**src/sssb_consts.vh**
```
`ifndef SSSB_CONSTS_VH
`define SSSB_CONSTS_VH
// register offsets
`define SSSB_ADDR_W          4
`define SSSB_REG_CTRL        4'h0
`define SSSB_REG_STATUS      4'h1
`define SSSB_REG_IRQ_STAT    4'h2
`define SSSB_REG_IRQ_MASK    4'h3
`define SSSB_REG_LANES       4'h4
// control bits
`define SSSB_CTRL_W          8
`define SSSB_CTRL_RESET      8'h00
`define SSSB_CTRL_SATA       0
`define SSSB_CTRL_WAKE       1
`define SSSB_CTRL_CLKREQ     2
`define SSSB_CTRL_LED        3
`define SSSB_CTRL_ALERT      4
`define SSSB_CTRL_ACT        5
`define SSSB_CTRL_SMB_EN     6
// event bits
`define SSSB_EV_W            6
`define SSSB_EV_ZERO         6'h00
`define SSSB_EV_PERST_ON     0
`define SSSB_EV_PERST_OFF    1
`define SSSB_EV_SLP_ON       2
`define SSSB_EV_SLP_OFF      3
`define SSSB_EV_OBFF         4
`define SSSB_EV_CLKREQ       5
// lane count
`define SSSB_MAX_LANES       3'h4
`define SSSB_MIN_LANES       3'h2
// suspend clock: 32.768 kHz, duty 30..70 percent
`define SSSB_MCLK_HZ         50000000
`define SSSB_SUS_HZ          32768
`define SSSB_SUS_DUTY_MIN    30
`define SSSB_SUS_DUTY_MAX    70
`define SSSB_CNT_W           12
`define SSSB_SUS_TICK_MAX    12'h5FA
`endif

```
**src/sssb_sync.v**
```verilog
`timescale 1ns/1ps
module sssb_sync (
   mclk,
   rst,
   din,
   dout
);
   parameter RST_VAL = 1'b1;
   input  wire mclk;
   input  wire rst;
   input  wire din;
   output reg  dout;
   reg         stage1;
   always @(posedge mclk or posedge rst) begin
      if (rst) begin
         stage1 <= RST_VAL;
         dout   <= RST_VAL;
      end else begin
         stage1 <= din;
         dout   <= stage1;
      end
   end
endmodule // sssb_sync

```
**src/sssb_suspend_clock_mon.v**
```verilog
`timescale 1ns/1ps
`include "sssb_consts.vh"
module sssb_suspend_clock_mon (
   mclk,
   rst,
   sus_sync,
   sus_rise,
   sus_alive
);
   input  wire mclk;
   input  wire rst;
   input  wire sus_sync;
   output reg  sus_rise;
   output reg  sus_alive;
   reg                    sus_q;
   reg [`SSSB_CNT_W-1:0]  gap;
   // edge based only, so any duty between the limits is accepted
   always @(posedge mclk or posedge rst) begin
      if (rst) begin
         sus_q     <= 1'b0;
         sus_rise  <= 1'b0;
         sus_alive <= 1'b0;
         gap       <= {`SSSB_CNT_W{1'b0}};
      end else begin
         sus_q    <= sus_sync;
         sus_rise <= sus_sync & ~sus_q;
         if (sus_sync & ~sus_q) begin
            gap       <= {`SSSB_CNT_W{1'b0}};
            sus_alive <= 1'b1;
         end else if (gap == `SSSB_SUS_TICK_MAX) begin
            sus_alive <= 1'b0;
         end else begin
            gap <= gap + 1'b1;
         end
      end
   end
endmodule // sssb_suspend_clock_mon

```
**src/sssb_sideband.v**
```verilog
// What this block does
// In SATA mode the interface-indication pin is driven low, in PCIe mode it is released.
// The host reads that pin through its own pull-up: low means SATA, high means PCIe.
// In PCIe mode and outside host reset, a wake request from software pulls the wake line low to ask the system to wake.
// When the host drives the shared wake line itself it signals buffer windows to us.
// Clock request is an active-low open-drain line, also sampled for L1 substates.
// The host PCIe reset resets the whole card's function through the card reset output.
// In SATA mode the device-sleep input makes the block enter and report the device-sleep state.
// In SATA mode the activity line is driven to show an access in progress.
// The status indicator is an open-drain low drive for a system LED.
// The alert output is an open-drain low drive toward the management master.
// The suspend clock is accepted by edge detection for any duty of 30 to 70 percent.
// Manufacturing pins are ignored in normal operation.
// The PCIe link reports four lanes and accepts a two-lane module setting.
// The optional management bus pins stay released when that bus is unused.
// The PCIe reference clock comes from the host and is not used in this logic.
// Every asynchronous sideband input that the logic uses passes a two-flop synchroniser first; the unused smbus and manufacturing inputs do not.
`timescale 1ns/1ps
`include "sssb_consts.vh"
module sssb_sideband (
   mclk,
   rst,
   reg_addr,
   reg_wdata,
   reg_wr,
   reg_rd,
   reg_rdata,
   irq,
   perst_n,
   devslp,
   clkreq_in,
   clkreq_oe,
   clkreq_out,
   wake_in,
   wake_request_n,
   wake_oe,
   das_in,
   das_out,
   das_oe,
   host_if_indication,
   host_if_oe,
   status_indicator_n,
   status_oe,
   alert_n,
   alert_oe,
   smb_clk_in,
   smb_clk_out,
   smb_clk_oe,
   smb_data_in,
   smb_data_out,
   smb_data_oe,
   suspend_clock,
   manufacturing_clock_pin,
   manufacturing_data_pin,
   card_reset,
   dev_sleep_state
);
   input  wire                      mclk;
   input  wire                      rst;
   input  wire [`SSSB_ADDR_W-1:0]   reg_addr;
   input  wire [7:0]                reg_wdata;
   input  wire                      reg_wr;
   input  wire                      reg_rd;
   output reg  [7:0]                reg_rdata;
   output reg                       irq;
   input  wire                      perst_n;
   input  wire                      devslp;
   input  wire                      clkreq_in;
   output reg                       clkreq_oe;
   output reg                       clkreq_out;
   input  wire                      wake_in;
   output reg                       wake_request_n;
   output reg                       wake_oe;
   input  wire                      das_in;
   output reg                       das_out;
   output reg                       das_oe;
   output reg                       host_if_indication;
   output reg                       host_if_oe;
   output reg                       status_indicator_n;
   output reg                       status_oe;
   output reg                       alert_n;
   output reg                       alert_oe;
   input  wire                      smb_clk_in;
   output reg                       smb_clk_out;
   output reg                       smb_clk_oe;
   input  wire                      smb_data_in;
   output reg                       smb_data_out;
   output reg                       smb_data_oe;
   input  wire                      suspend_clock;
   input  wire                      manufacturing_clock_pin;
   input  wire                      manufacturing_data_pin;
   output reg                       card_reset;
   output reg                       dev_sleep_state;

   reg  [`SSSB_CTRL_W-1:0]  ctrl;
   reg  [`SSSB_EV_W-1:0]    irq_stat;
   reg  [`SSSB_EV_W-1:0]    irq_mask;
   reg  [2:0]               lanes;
   reg                      perst_q;
   reg                      slp_q;
   reg                      wake_q;
   reg                      clkreq_q;
   wire                     perst_s;
   wire                     slp_s;
   wire                     wake_s;
   wire                     clkreq_s;
   wire                     sus_s;
   wire                     das_s;
   wire                     sus_rise;
   wire                     sus_alive;
   reg  [`SSSB_EV_W-1:0]    next_ev;
   reg  [`SSSB_EV_W-1:0]    next_irq_stat;
   reg  [7:0]               next_rdata;
   wire                     sata_mode;
   wire                     wr_ctrl;

   assign sata_mode = ctrl[`SSSB_CTRL_SATA];
   assign wr_ctrl   = reg_wr && (reg_addr == `SSSB_REG_CTRL);

   // input synchronisers
   sssb_sync #(.RST_VAL(1'b0)) u_perst (
      .mclk (mclk),
      .rst  (rst),
      .din  (perst_n),
      .dout (perst_s)
   );
   sssb_sync #(.RST_VAL(1'b0)) u_slp (
      .mclk (mclk),
      .rst  (rst),
      .din  (devslp),
      .dout (slp_s)
   );
   sssb_sync #(.RST_VAL(1'b1)) u_wake (
      .mclk (mclk),
      .rst  (rst),
      .din  (wake_in),
      .dout (wake_s)
   );
   sssb_sync #(.RST_VAL(1'b1)) u_clkreq (
      .mclk (mclk),
      .rst  (rst),
      .din  (clkreq_in),
      .dout (clkreq_s)
   );
   sssb_sync #(.RST_VAL(1'b0)) u_sus (
      .mclk (mclk),
      .rst  (rst),
      .din  (suspend_clock),
      .dout (sus_s)
   );
   // activity line idles high through the host pull-up
   sssb_sync #(.RST_VAL(1'b1)) u_das (
      .mclk (mclk),
      .rst  (rst),
      .din  (das_in),
      .dout (das_s)
   );

   // suspend clock edge monitor
   sssb_suspend_clock_mon u_sus_mon (
      .mclk      (mclk),
      .rst       (rst),
      .sus_sync  (sus_s),
      .sus_rise  (sus_rise),
      .sus_alive (sus_alive)
   );

   always @* begin
      next_ev = `SSSB_EV_ZERO;
      next_ev[`SSSB_EV_PERST_ON]  = perst_q & ~perst_s;
      next_ev[`SSSB_EV_PERST_OFF] = ~perst_q & perst_s;
      next_ev[`SSSB_EV_SLP_ON]    = ~slp_q & slp_s & sata_mode;
      next_ev[`SSSB_EV_SLP_OFF]   = slp_q & ~slp_s & sata_mode;
      // host-driven wake edge while we are not driving it
      next_ev[`SSSB_EV_OBFF]      = wake_q & ~wake_s & ~ctrl[`SSSB_CTRL_WAKE];
      // clock request assertion seen on the shared line
      next_ev[`SSSB_EV_CLKREQ]    = clkreq_q & ~clkreq_s;
      // set wins over write-one-to-clear
      next_irq_stat = irq_stat;
      if (reg_wr && (reg_addr == `SSSB_REG_IRQ_STAT)) begin
         next_irq_stat = irq_stat & ~reg_wdata[`SSSB_EV_W-1:0];
      end
      next_irq_stat = next_irq_stat | next_ev;
   end

   always @* begin
      next_rdata = 8'h00;
      case (reg_addr)
         `SSSB_REG_CTRL:     next_rdata = ctrl;
         `SSSB_REG_STATUS:   next_rdata = {2'b00, sus_alive, dev_sleep_state,
                                           ~clkreq_s, ~wake_s, das_s, card_reset};
         `SSSB_REG_IRQ_STAT: next_rdata = {2'b00, irq_stat};
         `SSSB_REG_IRQ_MASK: next_rdata = {2'b00, irq_mask};
         `SSSB_REG_LANES:    next_rdata = {5'b00000, lanes};
         default:            next_rdata = 8'h00;
      endcase
   end

   always @(posedge mclk or posedge rst) begin
      if (rst) begin
         ctrl      <= `SSSB_CTRL_RESET;
         irq_stat  <= `SSSB_EV_ZERO;
         irq_mask  <= `SSSB_EV_ZERO;
         lanes     <= `SSSB_MAX_LANES;
         reg_rdata <= 8'h00;
         perst_q   <= 1'b0;
         slp_q     <= 1'b0;
         wake_q    <= 1'b1;
         clkreq_q  <= 1'b1;
      end else begin
         perst_q  <= perst_s;
         slp_q    <= slp_s;
         wake_q   <= wake_s;
         clkreq_q <= clkreq_s;
         irq_stat <= next_irq_stat;
         if (wr_ctrl) begin
            ctrl <= reg_wdata;
         end
         if (reg_wr && (reg_addr == `SSSB_REG_IRQ_MASK)) begin
            irq_mask <= reg_wdata[`SSSB_EV_W-1:0];
         end
         // four or two lanes only
         if (reg_wr && (reg_addr == `SSSB_REG_LANES)) begin
            if (reg_wdata[2:0] == `SSSB_MIN_LANES) begin
               lanes <= `SSSB_MIN_LANES;
            end else begin
               lanes <= `SSSB_MAX_LANES;
            end
         end
         reg_rdata <= reg_rd ? next_rdata : 8'h00;
      end
   end

   // pin drivers; open-drain pins drive low only when enabled
   always @(posedge mclk or posedge rst) begin
      if (rst) begin
         irq                <= 1'b0;
         card_reset         <= 1'b1;
         dev_sleep_state    <= 1'b0;
         host_if_indication <= 1'b0;
         host_if_oe         <= 1'b0;
         wake_request_n     <= 1'b0;
         wake_oe            <= 1'b0;
         clkreq_out         <= 1'b0;
         clkreq_oe          <= 1'b0;
         das_out            <= 1'b0;
         das_oe             <= 1'b0;
         status_indicator_n <= 1'b0;
         status_oe          <= 1'b0;
         alert_n            <= 1'b0;
         alert_oe           <= 1'b0;
         smb_clk_out        <= 1'b0;
         smb_clk_oe         <= 1'b0;
         smb_data_out       <= 1'b0;
         smb_data_oe        <= 1'b0;
      end else begin
         irq <= |(next_irq_stat & irq_mask);
         // host reset holds the card in reset
         card_reset <= ~perst_s;
         // device sleep state follows the input in SATA mode
         dev_sleep_state <= slp_s & sata_mode;
         // ground for SATA, released for PCIe
         host_if_oe <= sata_mode;
         // wake request pulls the line low, not while in reset
         wake_oe <= ctrl[`SSSB_CTRL_WAKE] & ~sata_mode & perst_s;
         // clock request low drive
         clkreq_oe <= ctrl[`SSSB_CTRL_CLKREQ] & ~sata_mode;
         // activity drive in SATA mode only
         das_oe  <= sata_mode;
         das_out <= ctrl[`SSSB_CTRL_ACT] & ~dev_sleep_state;
         // status indicator low drive
         status_oe <= ctrl[`SSSB_CTRL_LED];
         // alert low drive
         alert_oe <= ctrl[`SSSB_CTRL_ALERT];
         // management bus never driven here; only released
         smb_clk_oe  <= 1'b0;
         smb_data_oe <= 1'b0;
         // open-drain data levels stay low; only the enables move
         clkreq_out         <= 1'b0;
         wake_request_n     <= 1'b0;
         host_if_indication <= 1'b0;
         status_indicator_n <= 1'b0;
         alert_n            <= 1'b0;
         smb_clk_out        <= 1'b0;
         smb_data_out       <= 1'b0;
      end
   end
   // manufacturing pins, smbus inputs and suspend edge pulse are unused by design
endmodule // sssb_sideband

```
**config.mk**
```make
export PLATFORM = sky130hd
export DESIGN_NAME = sssb_sideband
export DESIGN_NICKNAME = d
export VERILOG_FILES = /design/src/sssb_sync.v /design/src/sssb_suspend_clock_mon.v /design/src/sssb_sideband.v
export VERILOG_INCLUDE_DIRS = /design/src
export SDC_FILE = /design/constraint.sdc
export NUM_CORES = 1
export LEC_CHECK = 0
export BUFFER_PORTS_ARGS = -buffer_cell sky130_fd_sc_hd__buf_2
export CAP_MARGIN = 25
export CELL_PAD_IN_SITES_DETAIL_PLACEMENT = 1
export CELL_PAD_IN_SITES_GLOBAL_PLACEMENT = 1
export CORE_MARGIN = 2
export CORE_UTILIZATION = 44
export DETAILED_ROUTE_END_ITERATION = 7
export PLACE_DENSITY = 0.87
export SLEW_MARGIN = 15
export SYNTH_ARGS = -nofsm -noshare
export SYNTH_HDL_FRONTEND = slang
export SYNTH_HIERARCHICAL = 1
export SYNTH_SLANG_ARGS = --single-unit
```
**constraint.sdc**
```tcl
create_clock -name mclk -period 1.9 [get_ports mclk]
set_clock_uncertainty 0.1 [all_clocks]
set_input_delay 0.19 -clock mclk [delete_from_list [all_inputs] [get_ports mclk]]
set_output_delay 0.19 -clock mclk [all_outputs]
set_load 0.02 [all_outputs]
```
# [Yosys cells after proc, flatten, opt, wreduce, memory -nomap -nowiden]
# Cells that the tools add are included.
[word_totals] reg_bits=70 out_inout_bits=27 in_bits=26 word_cells=85
[op_classes] mux=8 bitwise_logic=29 n_reduce_logical=7 n_eq_ne=7 n_addsub=1
[op_table] op="$pmux W8 S5" n=1
[op_table] op="$mux W12" n=2
[op_table] op="$and A1 B1 Y1" n=15
[op_table] op="$add A12 B1 Y12 const B" n=1
[op_table] op="$and A6 B6 Y6" n=2
[op_table] op="$eq A12 B11 Y1 const B" n=1
[op_table] op="$not A1 Y1" n=10
[op_table] op="$eq A4 B2 Y1 const B" n=2
[op_table] op="$mux W8" n=1
[op_table] op="$mux W6" n=1
[op_table] op="$not A6 Y6" n=1
[op_table] op="$or A6 B6 Y6" n=1
[op_table] op="$reduce_or A6 Y1" n=1
[op_table] op="$eq A4 B1 Y1 const B" n=1
[op_table] op="$eq A4 B3 Y1 const B" n=1
[op_table] op="$logic_and A1 B1 Y1" n=4
[op_table] op="$logic_not A4 Y1" n=1
[op_table] op="$eq A3 B2 Y1 const B" n=1
[op_table] op="$mux W3" n=1
[op_table] op="$mux W1" n=2
[op_table] op="$ne A2 B1 Y1 const B" n=1
[op_table] op="$reduce_bool A2 Y1" n=1

# [Logic depth before layout (Yosys ltp)]
# Gate-level depths: netlist of the first run.
[logic_depth] word_depth=6 mapped_depth=6 ltp_nobuf=5

# [Cells and area by module]
# The synthesis of the first run kept the hierarchy.
[modules_own_cells] mod="sssb_sideband" n_inst=1 cells_each=135 seq_area_each_um2=1081.0 area_each_um2=1816.7
[modules_own_cells] mod="sssb_suspend_clock_mon" n_inst=1 cells_each=72 seq_area_each_um2=375.4 area_each_um2=716.9
[modules_own_cells] mod="sssb_sync at u_clkreq ..." n_inst=3 cells_each=3 seq_area_each_um2=52.6 area_each_um2=56.3
[modules_own_cells] mod="sssb_sync at u_perst ..." n_inst=3 cells_each=3 seq_area_each_um2=50.0 area_each_um2=53.8

# [Worst setup path before layout of the first run]
# OpenSTA, ideal clock, no wires.
[synth_path] path_kind="input to register" startpoint="input reg_addr[2]" endpoint="register irq" required_time_ns=1.669 setup_ns=0.131 path_buffers=1 slack_ns=0.402 path_stages=6 arrival_time_ns=1.267 cell_sequence="buf_6 nor3b_4 nand3_1 a32o_1 a222oi_1 nand2_1"
[synth_between] elab_chain_len=6
[synth_lines] element="start, declared" line="sssb_sideband.v:60" rtl="input wire [`SSSB_ADDR_W-1:0] reg_addr;"
[synth_lines] element="$eq A4 B2 Y1"
[synth_lines] element="$logic_and A1 B1 Y1" line="sssb_sideband.v:180" rtl="if (reg_wr && (reg_addr == `SSSB_REG_IRQ_STAT)) begin"
[synth_lines] element="$mux W6" line="sssb_sideband.v:180"
[synth_lines] element="$or A6 B6 Y6" line="sssb_sideband.v:183" rtl="next_irq_stat = next_irq_stat | next_ev;"
[synth_lines] element="named net next_irq_stat[3]" line="sssb_sideband.v:112" rtl="reg [`SSSB_EV_W-1:0] next_irq_stat;"
[synth_lines] element="$and A6 B6 Y6" line="sssb_sideband.v:257" rtl="irq <= |(next_irq_stat & irq_mask);"
[synth_lines] element="$reduce_or A6 Y1" line="sssb_sideband.v:257"
[synth_lines] element="end signal, assigned" line="sssb_sideband.v:257"
[synth_lines] element="end, declared" line="sssb_sideband.v:65" rtl="output reg irq;"
# The timed path passes the listed nets, and every way through them passes these cells.
# A chain may end at the register's enable or synchronous reset.

# [Worst setup path in the final report of the first run]
[layout_path] startpoint="register u_sus_mon.gap[3]" endpoint="register u_sus_mon.gap[10]"
[layout_between] elab_chain_len=3 elab_cells_between_ends=5 classes_between="add/sub: 1; eq/ne: 2; mux: 2"
[layout_lines] element="start, declared" line="sssb_suspend_clock_mon.v:16" rtl="reg [`SSSB_CNT_W-1:0] gap;"
[layout_lines] element="start signal, assigned" line="sssb_suspend_clock_mon.v:23" rtl="gap <= {`SSSB_CNT_W{1'b0}};"
[layout_lines] element="start signal, assigned" line="sssb_suspend_clock_mon.v:28" rtl="gap <= {`SSSB_CNT_W{1'b0}};"
[layout_lines] element="start signal, assigned" line="sssb_suspend_clock_mon.v:33" rtl="gap <= gap + 1'b1;"
[layout_lines] element="$add A12 B1 Y12" line="sssb_suspend_clock_mon.v:33"
[layout_lines] element="$mux W12" line="sssb_suspend_clock_mon.v:30" rtl="end else if (gap == `SSSB_SUS_TICK_MAX) begin"
[layout_lines] element="$mux W12" line="sssb_suspend_clock_mon.v:27" rtl="if (sus_sync & ~sus_q) begin"
# Several ways; a longest one is shown, not always the timed one. The select of a mux whose other input is x is not followed.

==> results of run 1 <==
-- state kept, by name (all words and copies together), names as in the netlist, 2 cells and up --
| name | flops |
|---|---|
| reg_rdata | 8 |
| irq_mask | 6 |
| ctrl | 8 |
| u_sus_mon/gap | 12 |
| irq_stat | 6 |
| lanes | 2 |
-- worst paths after layout --
| check | start | endpoint | cells after the start |
|---|---|---|---|
| hold reg to reg | u_perst/stage1 | u_perst/dout | 0 |
| setup / recovery | u_sus_mon/gap[3] | u_sus_mon/gap[10] | 4 |
| hold / removal | reg_wdata[3] | ctrl[3] | 2 |
| setup reg to reg | u_sus_mon/gap[3] | u_sus_mon/gap[10] | 4 |
| min in group asynchronous | rst | u_sus/dout | 3 |
| max in group asynchronous | rst | clkreq_q | 4 |
-- report_power, final --
part	switching (W)	internal [W]	total [W]
combinational	0.000285	0.000243	0.000528
clock	0.000563	0.000913	0.00148
sequential	0.000138	0.00166	0.00179
total	0.000985	0.00281	0.00380
-- critical path, stage by stage (launching register included) --
cell and delay (ps):
dfrtp_1 440, nand4_1 260, buf_4 240, or4_1 500, a21oi_1 160
-- repair_timing --
item	in CTS	in global routing
hold endpoints to repair	73	0
setup buffers	0	2
hold buffers	9	0
endpoints found under the setup margin	0	2
-- metrics by stage --
step | util, % | instances | area, um2 | total power (W)
after global placement | 49.7 | 341 | 3120 | 0.00229
after global routing | 55.3 | 368 | 3470 | 0.00397
after floorplan | - | 232 | 2870 | 0.00215
after CTS | 55.1 | 366 | 3460 | 0.00385
after detailed placement | 49.7 | 341 | 3120 | 0.00234
final | 55.3 | 368 | 3470 | 0.00380
-- layout by cell type, fill, tap and decap left out, drive strengths merged, types with 5 or more instances in the layout --
cell type	count
a21oi	8
and2	5
buf	50
clkbuf	11
conb	9
dfrtp	59
dfstp	10
dlygate4sd3	9
inv	17
mux2	15
mux2i	5
nand2	10
nand3	10
nor2	10
o21ai	5
-- area by class of cell --
cell class              count  area (um2)
inverters                  17        63.8
multi-input cells         130         956
fillers                   652        2810
flip-flops and latches     69        1740
clock inverters             5         106
repair buffers             59         368
well taps                  77        96.3
clock buffers              11         141
-- metal layers --
metal | vias to the layer above | global-route usage [%]
li1 | 890 | -
met1 | 1017 | 24.2
met2 | 56 | 34.3
met3 | 10 | 5.01
met4 | 0 | 9.24
met5 | - | 0
==> impl_metrics.py, run 1 <==
metrics = {
    "clock_network": {
        "clock_sinks": 69,
        "cts_resized": 0,
        "clk_latency_ps": 350,
        "htree_levels": 3,
        "cts-root-buf": "clkbuf_8",
        "cts_inserted_buffers": 9,
        "clk_pin_slew_ps": 80,
        "clockBufferDepth": 2,
        "cts_tree": "yes",
    },
    "worst_setup_path": {
        "worst_ep_arrival_time_ps": 1950,
        "cp_max_fo": 6,
        "crit_type": "reg -> reg",
        "cp.required_ps": 2060,
        "endpoint_kind": "flip-flop",
        "reg2reg_slack_ps": 120,
        "start_kind": "flip-flop",
    },
    "global_route": {
        "antenna_found_initial": 0,
        "grt_pass1_wl_um": 10900,
        "grt_pass1_vias": 2192,
        "grt_max_degree": 44,
        "grtUsageTotal_pct": 20.2,
        "overflow": 0,
    },
    "detailed_routing": {
        "wl_met3_um": 321,
        "via_count": 1973,
        "initialDrtViolationCount": 135,
        "drt_wl_total_um": 6540,
        "detail_route.wirelength.met1_um": 2620,
        "drt_pre_antenna_iters": 4,
        "met2_length_um": 3480,
        "highest_layer": "met4",
        "ant_nets": 0,
        "viasPerCell": 5.36,
        "drc_errors": 0,
        "wl_per_cell_um": 17.8,
    },
    "timing": {
        "drv_slew": 0,
        "max_slew.worst_pin.slew_ps": 556,
        "post-route-period-util_pct": 93.8,
        "fin_tns_setup_ps": 0,
        "timing.fmax_ghz": 0.561,
        "setup-violations-final": 0,
        "holdWs_ps": 17.6,
        "rsz0062_at_grt": "no",
        "hold_violations": 0,
        "layout_setup_ws_ps": 119,
        "min_period_ps": 1780,
        "worst_slew_margin_rel_pct": 62.9,
    },
    "die": {
        "die_h_um": 84.3,
        "core-area_mm2": 0.00628,
        "die_area_mm2": 0.00711,
        "row_count": 29,
        "pin_count": 53,
        "start_util_pct": 45.2,
        "dieWidth_um": 84.3,
    },
    "cells_and_area": {
        "diodes": 0,
        "syn_to_final_growth_pct": 22.3,
        "layout-drive-gt1-share_pct": 33.0,
        "nets": 314,
    },
    "synth": {
        "postSynthCellCount": 224,
        "syn_avg_cell_area_um2": 12.7,
        "synth_area_mm2": 0.00284,
        "yosysWarnings": 6,
    },
    "place": {
        "hpwl_um": 4590,
        "portBuffers": 39,
        "pre_cts_ws_ps": 45.0,
        "gp_congestion": 0.803,
    },
    "power": {
        "vdd_drop_max_v": 0.000580,
        "total_leakage_power_nw": 1.64,
        "powerDensity_mw_per_mm2": 1090,
    },
    "worst_hold_path": {
        "hold_class": "in -> reg",
    },
    "run": {
        "cap_violations": 0,
    },
    "status": {
        "outcome": "finished clean",
    },
}
Power figures use the tool's default switching activity.
==> inputs of run 2 (changes only) <==
Settings changed: CORE_UTILIZATION 44 to 40, PLACE_DENSITY 0.87 to 0.83.
Clock period 1.9 ns to 1.4 ns, I/O delays scaled along.
==> run 2 against run 1 <==
Against the previous run: the run now ends with negative setup slack left; routed wire length rose by 18%; clock power rose by 30%; global-route usage rose by 0.092 points.
==> impl_metrics.py, run 2 (same netlist as run 1, synthesis figures left out) <==
metrics = {
    "status": {
        "outcome": "finished with violations",
        "violations": "negative setup slack",
    },
    "die": {
        "row_count": 30,
        "die_h_um": 88.2,
        "dieWidth_um": 88.2,
        "pin_count": 53,
        "core-area_mm2": 0.00683,
        "start_util_pct": 41.6,
        "die_area_mm2": 0.00779,
    },
    "cells_and_area": {
        "regMostFlops": "u_sus_mon/gap",
        "fillers": 721,
        "fin_area_mm2": 0.00392,
        "layout_common_cells": "dfrtp_1 (57), buf_2 (39), buf_4 (38)",
        "diodes": 0,
        "layout-drive-gt1-share_pct": 44.4,
        "top_regs": "u_sus_mon/gap x12, ctrl x8, reg_rdata x8",
        "instances_no_fill": 427,
        "nets": 354,
        "layout_commonest_cell": "dfrtp_1",
        "syn_to_final_growth_pct": 38.0,
        "largest_register_ffs": 12,
    },
    "clock_network": {
        "cts-root-buf": "clkbuf_8",
        "cts_tree": "yes",
        "clock_sinks": 69,
        "clk_pin_slew_ps": 70,
        "clockBufferDepth": 2,
        "htree_levels": 3,
        "clk_latency_ps": 350,
        "cts_inserted_buffers": 9,
    },
    "detailed_routing": {
        "drc_errors": 0,
        "ant_nets": 0,
        "via_count": 2142,
        "wl_per_cell_um": 18.1,
        "initialDrtViolationCount": 119,
        "drt_wl_total_um": 7730,
        "drt_pre_antenna_iters": 4,
        "viasPerCell": 5.02,
    },
    "timing": {
        "setup-violations-final": 13,
        "max_slew.worst_pin.slew_ps": 605,
        "min_period_ps": 1640,
        "layout_setup_ws_ps": -244,
        "drv_slew": 0,
        "rsz0062_at_grt": "yes",
        "hold_violations": 0,
        "post-route-period-util_pct": 117,
        "worst_slew_margin_rel_pct": 59.6,
        "timing.fmax_ghz": 0.608,
    },
    "global_route": {
        "grt_use_met1_pct": 25.5,
        "grt_pass1_vias": 2340,
        "grt_pass1_wl_um": 11700,
        "met2_usage_pct": 34.2,
        "grtUsageTotal_pct": 20.3,
        "busiest_layer": "met2",
        "grt_max_degree": 44,
        "met3_usage_pct": 3.92,
        "antenna_found_initial": 0,
        "overflow": 0,
    },
    "worst_hold_path": {
        "hold_class": "in -> reg",
    },
    "place": {
        "pre_cts_ws_ps": -265,
        "placed_cell_area_mm2": 0.00334,
        "gp_congestion": 0.800,
        "place_inst": 385,
        "portBuffers": 39,
        "hpwl_um": 4890,
    },
    "worst_setup_path": {
        "cp.required_ps": 1540,
        "cp_max_fo": 4,
        "worst_ep_arrival_time_ps": 1790,
        "endpoint_kind": "flip-flop",
        "crit_type": "reg -> reg",
        "start_kind": "flip-flop",
    },
    "power": {
        "powerDensity_mw_per_mm2": 1380,
        "vdd_drop_max_v": 0.000802,
        "total_leakage_power_nw": 1.87,
        "total_power_w": 0.00540,
    },
    "run": {
        "cap_violations": 0,
    },
}
run 2: changes by cell type in the layout (fill, tap and decap cells not counted), sizes merged:
cell and change:
buf +33, dlygate4sd3 +7, clkinv +1, clkbuf +1
clkinvlp -1, bufinv -1
run 2: worst max-delay path, stage by stage (launching register included):
cell     delay [ps]
dfrtp_1         440
or3_4           420
nor4_4          160
buf_4           190
mux2i_2         240
run 2: timing repair:
item,4_1_cts,5_1_grt
hold buffers,16,0
buffers inserted,4,6
resized for setup,9,17
endpoints found under the hold margin,86,0
endpoints found under the setup margin,13,15
pin swaps,2,3
run 2: layer usage:
metal  vias to the layer above  routed length [um]
met5                         -                   0
met4                         0                 168
met3                        17                 252
met2                        54                4040
met1                      1101                3270
li1                        970                   -
run 2: worst paths after layout:
check / start / end / slack, ps / cells past startpoint
max: u_sus_mon/gap[2] / u_sus_mon/gap[0] / -240 / 4
min: reg_addr[3] / reg_rdata[1] / 80 / 3
max reg2reg: u_sus_mon/gap[2] / u_sus_mon/gap[0] / -240 / 4
min reg2reg: u_slp/stage1 / u_slp/dout / 250 / 0
max in group asynchronous: rst / u_sus_mon/gap[1] / 370 / 3
min in group asynchronous: rst / u_sus/stage1 / 170 / 3
run 2: per-stage QoR:
step | TNS, ps | hold slack (ps) | util [%]
finish | -1520 | 84.4 | 57.4
global route | -2150 | 97.8 | 57.4
CTS | -1390 | 71.6 | 55.7
detailed placement | -3320 | -28.4 | 48.9
global placement | -1950 | -35.4 | 48.9
floorplan | -272 | -219 | -
run 2: final cells by class:
class	instances	area, um2	area share [%]
tap	96	120	3.07
sequential	69	1740	44.4
inverter	17	63.8	1.63
timing repair buffer	99	717	18.3
multi-input combinational	130	1030	26.4
clock inverter	4	77.6	1.98
clock buffer	12	165	4.21
run 2: power breakdown:
| group | internal (W) | leakage [nW] | switching, W |
|---|---|---|---|
| registers | 0.00225 | 0.829 | 0.000197 |
| clock network | 0.00116 | 0.123 | 0.000764 |
| logic | 0.000521 | 0.915 | 0.000512 |
| total | 0.00393 | 1.87 | 0.00147 |
==> inputs of run 3 (changes only) <==
Settings changed: CORE_UTILIZATION 40 to 39, PLACE_DENSITY 0.83 to 0.82, SYNTH_HIERARCHICAL 1 to unset.
==> run 3 against run 2 <==
Against the previous run: the run still ends with negative setup slack left; fmax fell by 2.1%; utilization is 1.6 points lower; combinational power down 13%; register-to-register slack lost 40 ps; sequential share of layout area is 0.95 points higher; highest routed layer unchanged.
==> impl_metrics.py, run 3 <==
metrics = {
    "worst_setup_path": {
        "endpoint_kind": "flip-flop",
        "reg2reg_slack_ps": -280,
        "crit_start": "u_sus_mon.gap[0]",
        "r2r_start": "u_sus_mon.gap[0]",
        "cp.required_ps": 1530,
        "start_kind": "flip-flop",
        "cp_max_fo": 5,
        "worst_ep_arrival_time_ps": 1810,
        "crit_type": "reg -> reg",
    },
    "synth": {
        "async_reset_ff_share_pct": 100,
        "synth-xor-area-share_pct": 2.83,
        "syn_avg_cell_area_um2": 12.7,
        "synth_fa_ha_area_share_pct": 0.899,
        "ys_types": 45,
        "synth_top_family_by_area": "simple AND/OR/NAND/NOR gates",
        "synth_top_flop_cell": "dfrtp_1",
        "postSynthCellCount": 219,
        "yosysTopAreaCellShare_pct": 53.0,
        "synth_area_mm2": 0.00278,
        "synth_area_leaders": "dfrtp_1 (53%), dfstp_2 (9.4%), mux2_2 (6.1%)",
        "synth_most_common_cell": "dfrtp_1",
        "synth_top_area_cell": "dfrtp_1",
        "synthSimpleGateAreaFrac_pct": 14.3,
        "synthMuxAreaShare_pct": 6.07,
        "synth_seq_cells": 69,
        "ys_top_cells_by_count": "dfrtp_1 (59), nand2_1 (16), mux2_2 (15)",
        "yosysWarnings": 0,
        "synth_compound_area_share_pct": 8.40,
        "synth_edf_count": 0,
        "seq_area_frac_synth_pct": 62.5,
    },
    "place": {
        "placed_cell_area_mm2": 0.00337,
        "hpwl_um": 5020,
        "gp_congestion": 0.856,
        "portBuffers": 39,
    },
    "cells_and_area": {
        "nets": 349,
        "top_regs": "u_sus_mon.gap x12, ctrl x8, reg_rdata x8",
        "syn_to_final_growth_pct": 37.6,
        "layout_commonest_cell": "dfrtp_1",
        "fillers": 734,
        "regMostFlops": "u_sus_mon.gap",
        "layout_common_cells": "dfrtp_1 (59), buf_2 (39), buf_4 (37)",
        "fin_area_mm2": 0.00383,
        "diodes": 0,
        "largest_register_ffs": 12,
        "layout-drive-gt1-share_pct": 43.6,
    },
    "clock_network": {
        "cts_tree": "yes",
        "clock_sinks": 69,
        "clk_pin_slew_ps": 80,
        "cts-root-buf": "clkbuf_8",
        "cts_inserted_buffers": 9,
        "clockBufferDepth": 2,
        "htree_levels": 3,
        "clk_latency_ps": 350,
    },
    "die": {
        "core-area_mm2": 0.00687,
        "die_h_um": 88.5,
        "dieWidth_um": 88.5,
        "row_count": 30,
        "start_util_pct": 40.5,
        "pin_count": 53,
        "die_area_mm2": 0.00783,
    },
    "run": {
        "cap_violations": 0,
    },
    "timing": {
        "hold_violations": 0,
        "timing.fmax_ghz": 0.595,
        "post-route-period-util_pct": 120,
        "fin_tns_setup_ps": -1200,
        "min_period_ps": 1680,
        "layout_setup_ws_ps": -279,
        "setup-violations-final": 6,
        "rsz0062_at_grt": "yes",
        "drv_slew": 0,
    },
    "global_route": {
        "grt_max_degree": 23,
        "grtUsageTotal_pct": 21.2,
        "grt_pass1_wl_um": 12100,
        "overflow": 0,
        "antenna_found_initial": 0,
        "grt_pass1_vias": 2317,
    },
    "status": {
        "outcome": "finished with violations",
        "violations": "negative setup slack",
    },
    "worst_hold_path": {
        "min_from": "reg_wdata[0]",
        "hold_class": "in -> reg",
    },
    "detailed_routing": {
        "drt_wl_total_um": 7640,
        "wl_per_cell_um": 18.1,
        "drc_errors": 0,
        "drt_pre_antenna_iters": 4,
        "ant_nets": 0,
        "initialDrtViolationCount": 148,
        "viasPerCell": 5.13,
        "via_count": 2164,
    },
    "power": {
        "powerDensity_mw_per_mm2": 1250,
        "total_leakage_power_nw": 1.78,
        "total_power_w": 0.00479,
        "vdd_drop_max_v": 0.000664,
    },
}
[run 3: layer usage]
metal | wire [um] | track usage, %
met5 | 0 | 0
met1 | 3200 | 27.8
met4 | 172 | 9.92
met3 | 443 | 5.88
met2 | 3820 | 32.8
[run 3: cell families after synthesis]
kind of cell             Yosys count
adder cells (fa/ha/maj)            2
AND/OR/NAND/NOR                   70
XOR/XNOR                           9
AO/OA/AOI/OAI                     31
other                              1
flip-flops                        69
multiplexers                      15
buffers and inverters             22
[run 3: cell type report]
| class | instances | area (um2) | area share [%] |
|---|---|---|---|
| timing repair buffer | 97 | 707 | 18.5 |
| inverter | 8 | 33.8 | 0.882 |
| tap | 96 | 120 | 3.14 |
| clock buffer | 11 | 151 | 3.95 |
| multi-input combinational | 136 | 1050 | 27.3 |
| clock inverter | 5 | 33.8 | 0.882 |
| sequential | 69 | 1740 | 45.4 |
[run 3: worst paths after layout]
path | to | cells past startpoint
setup / recovery | u_sus_mon.gap[0] | 6
hold / removal | lanes[1] | 4
setup reg to reg | u_sus_mon.gap[0] | 6
hold reg to reg | u_perst.dout | 0
max in group asynchronous | u_sus_mon.gap[2] | 4
min in group asynchronous | reg_rdata[2] | 3
[run 3: worst max-delay path, stage by stage (launching register included)]
cell and delay, ps:
dfrtp_1 380, inv_1 60, ha_1 160, nand4bb_1 140
or4_4 490, xnor2_1 180, nor2_1 50
[run 3: per-stage QoR]
stage	instances	setup WS [ps]	utilization, %	hold slack (ps)
global placement	388	-259	49.1	47.0
floorplan	227	-220	-	44.5
finish	422	-279	55.8	60.2
global route	422	-325	55.8	53.2
CTS	421	-227	54.9	32.4
detailed placement	388	-378	49.1	54.0
[run 3: repair_timing]
item	CTS	global route
resized for setup	10	11
pin swaps	7	5
hold buffers	16	0
endpoints found under the hold margin	64	0
buffers inserted	1	2
setup endpoints to repair	10	12
[run 3: where the power goes]
part	leakage (nW)	internal (W)	switching [W]	total, W
clock network	0.0917	0.000739	0.000766	0.00150
logic	0.858	0.000429	0.000462	0.000891
registers	0.831	0.00223	0.000160	0.00239
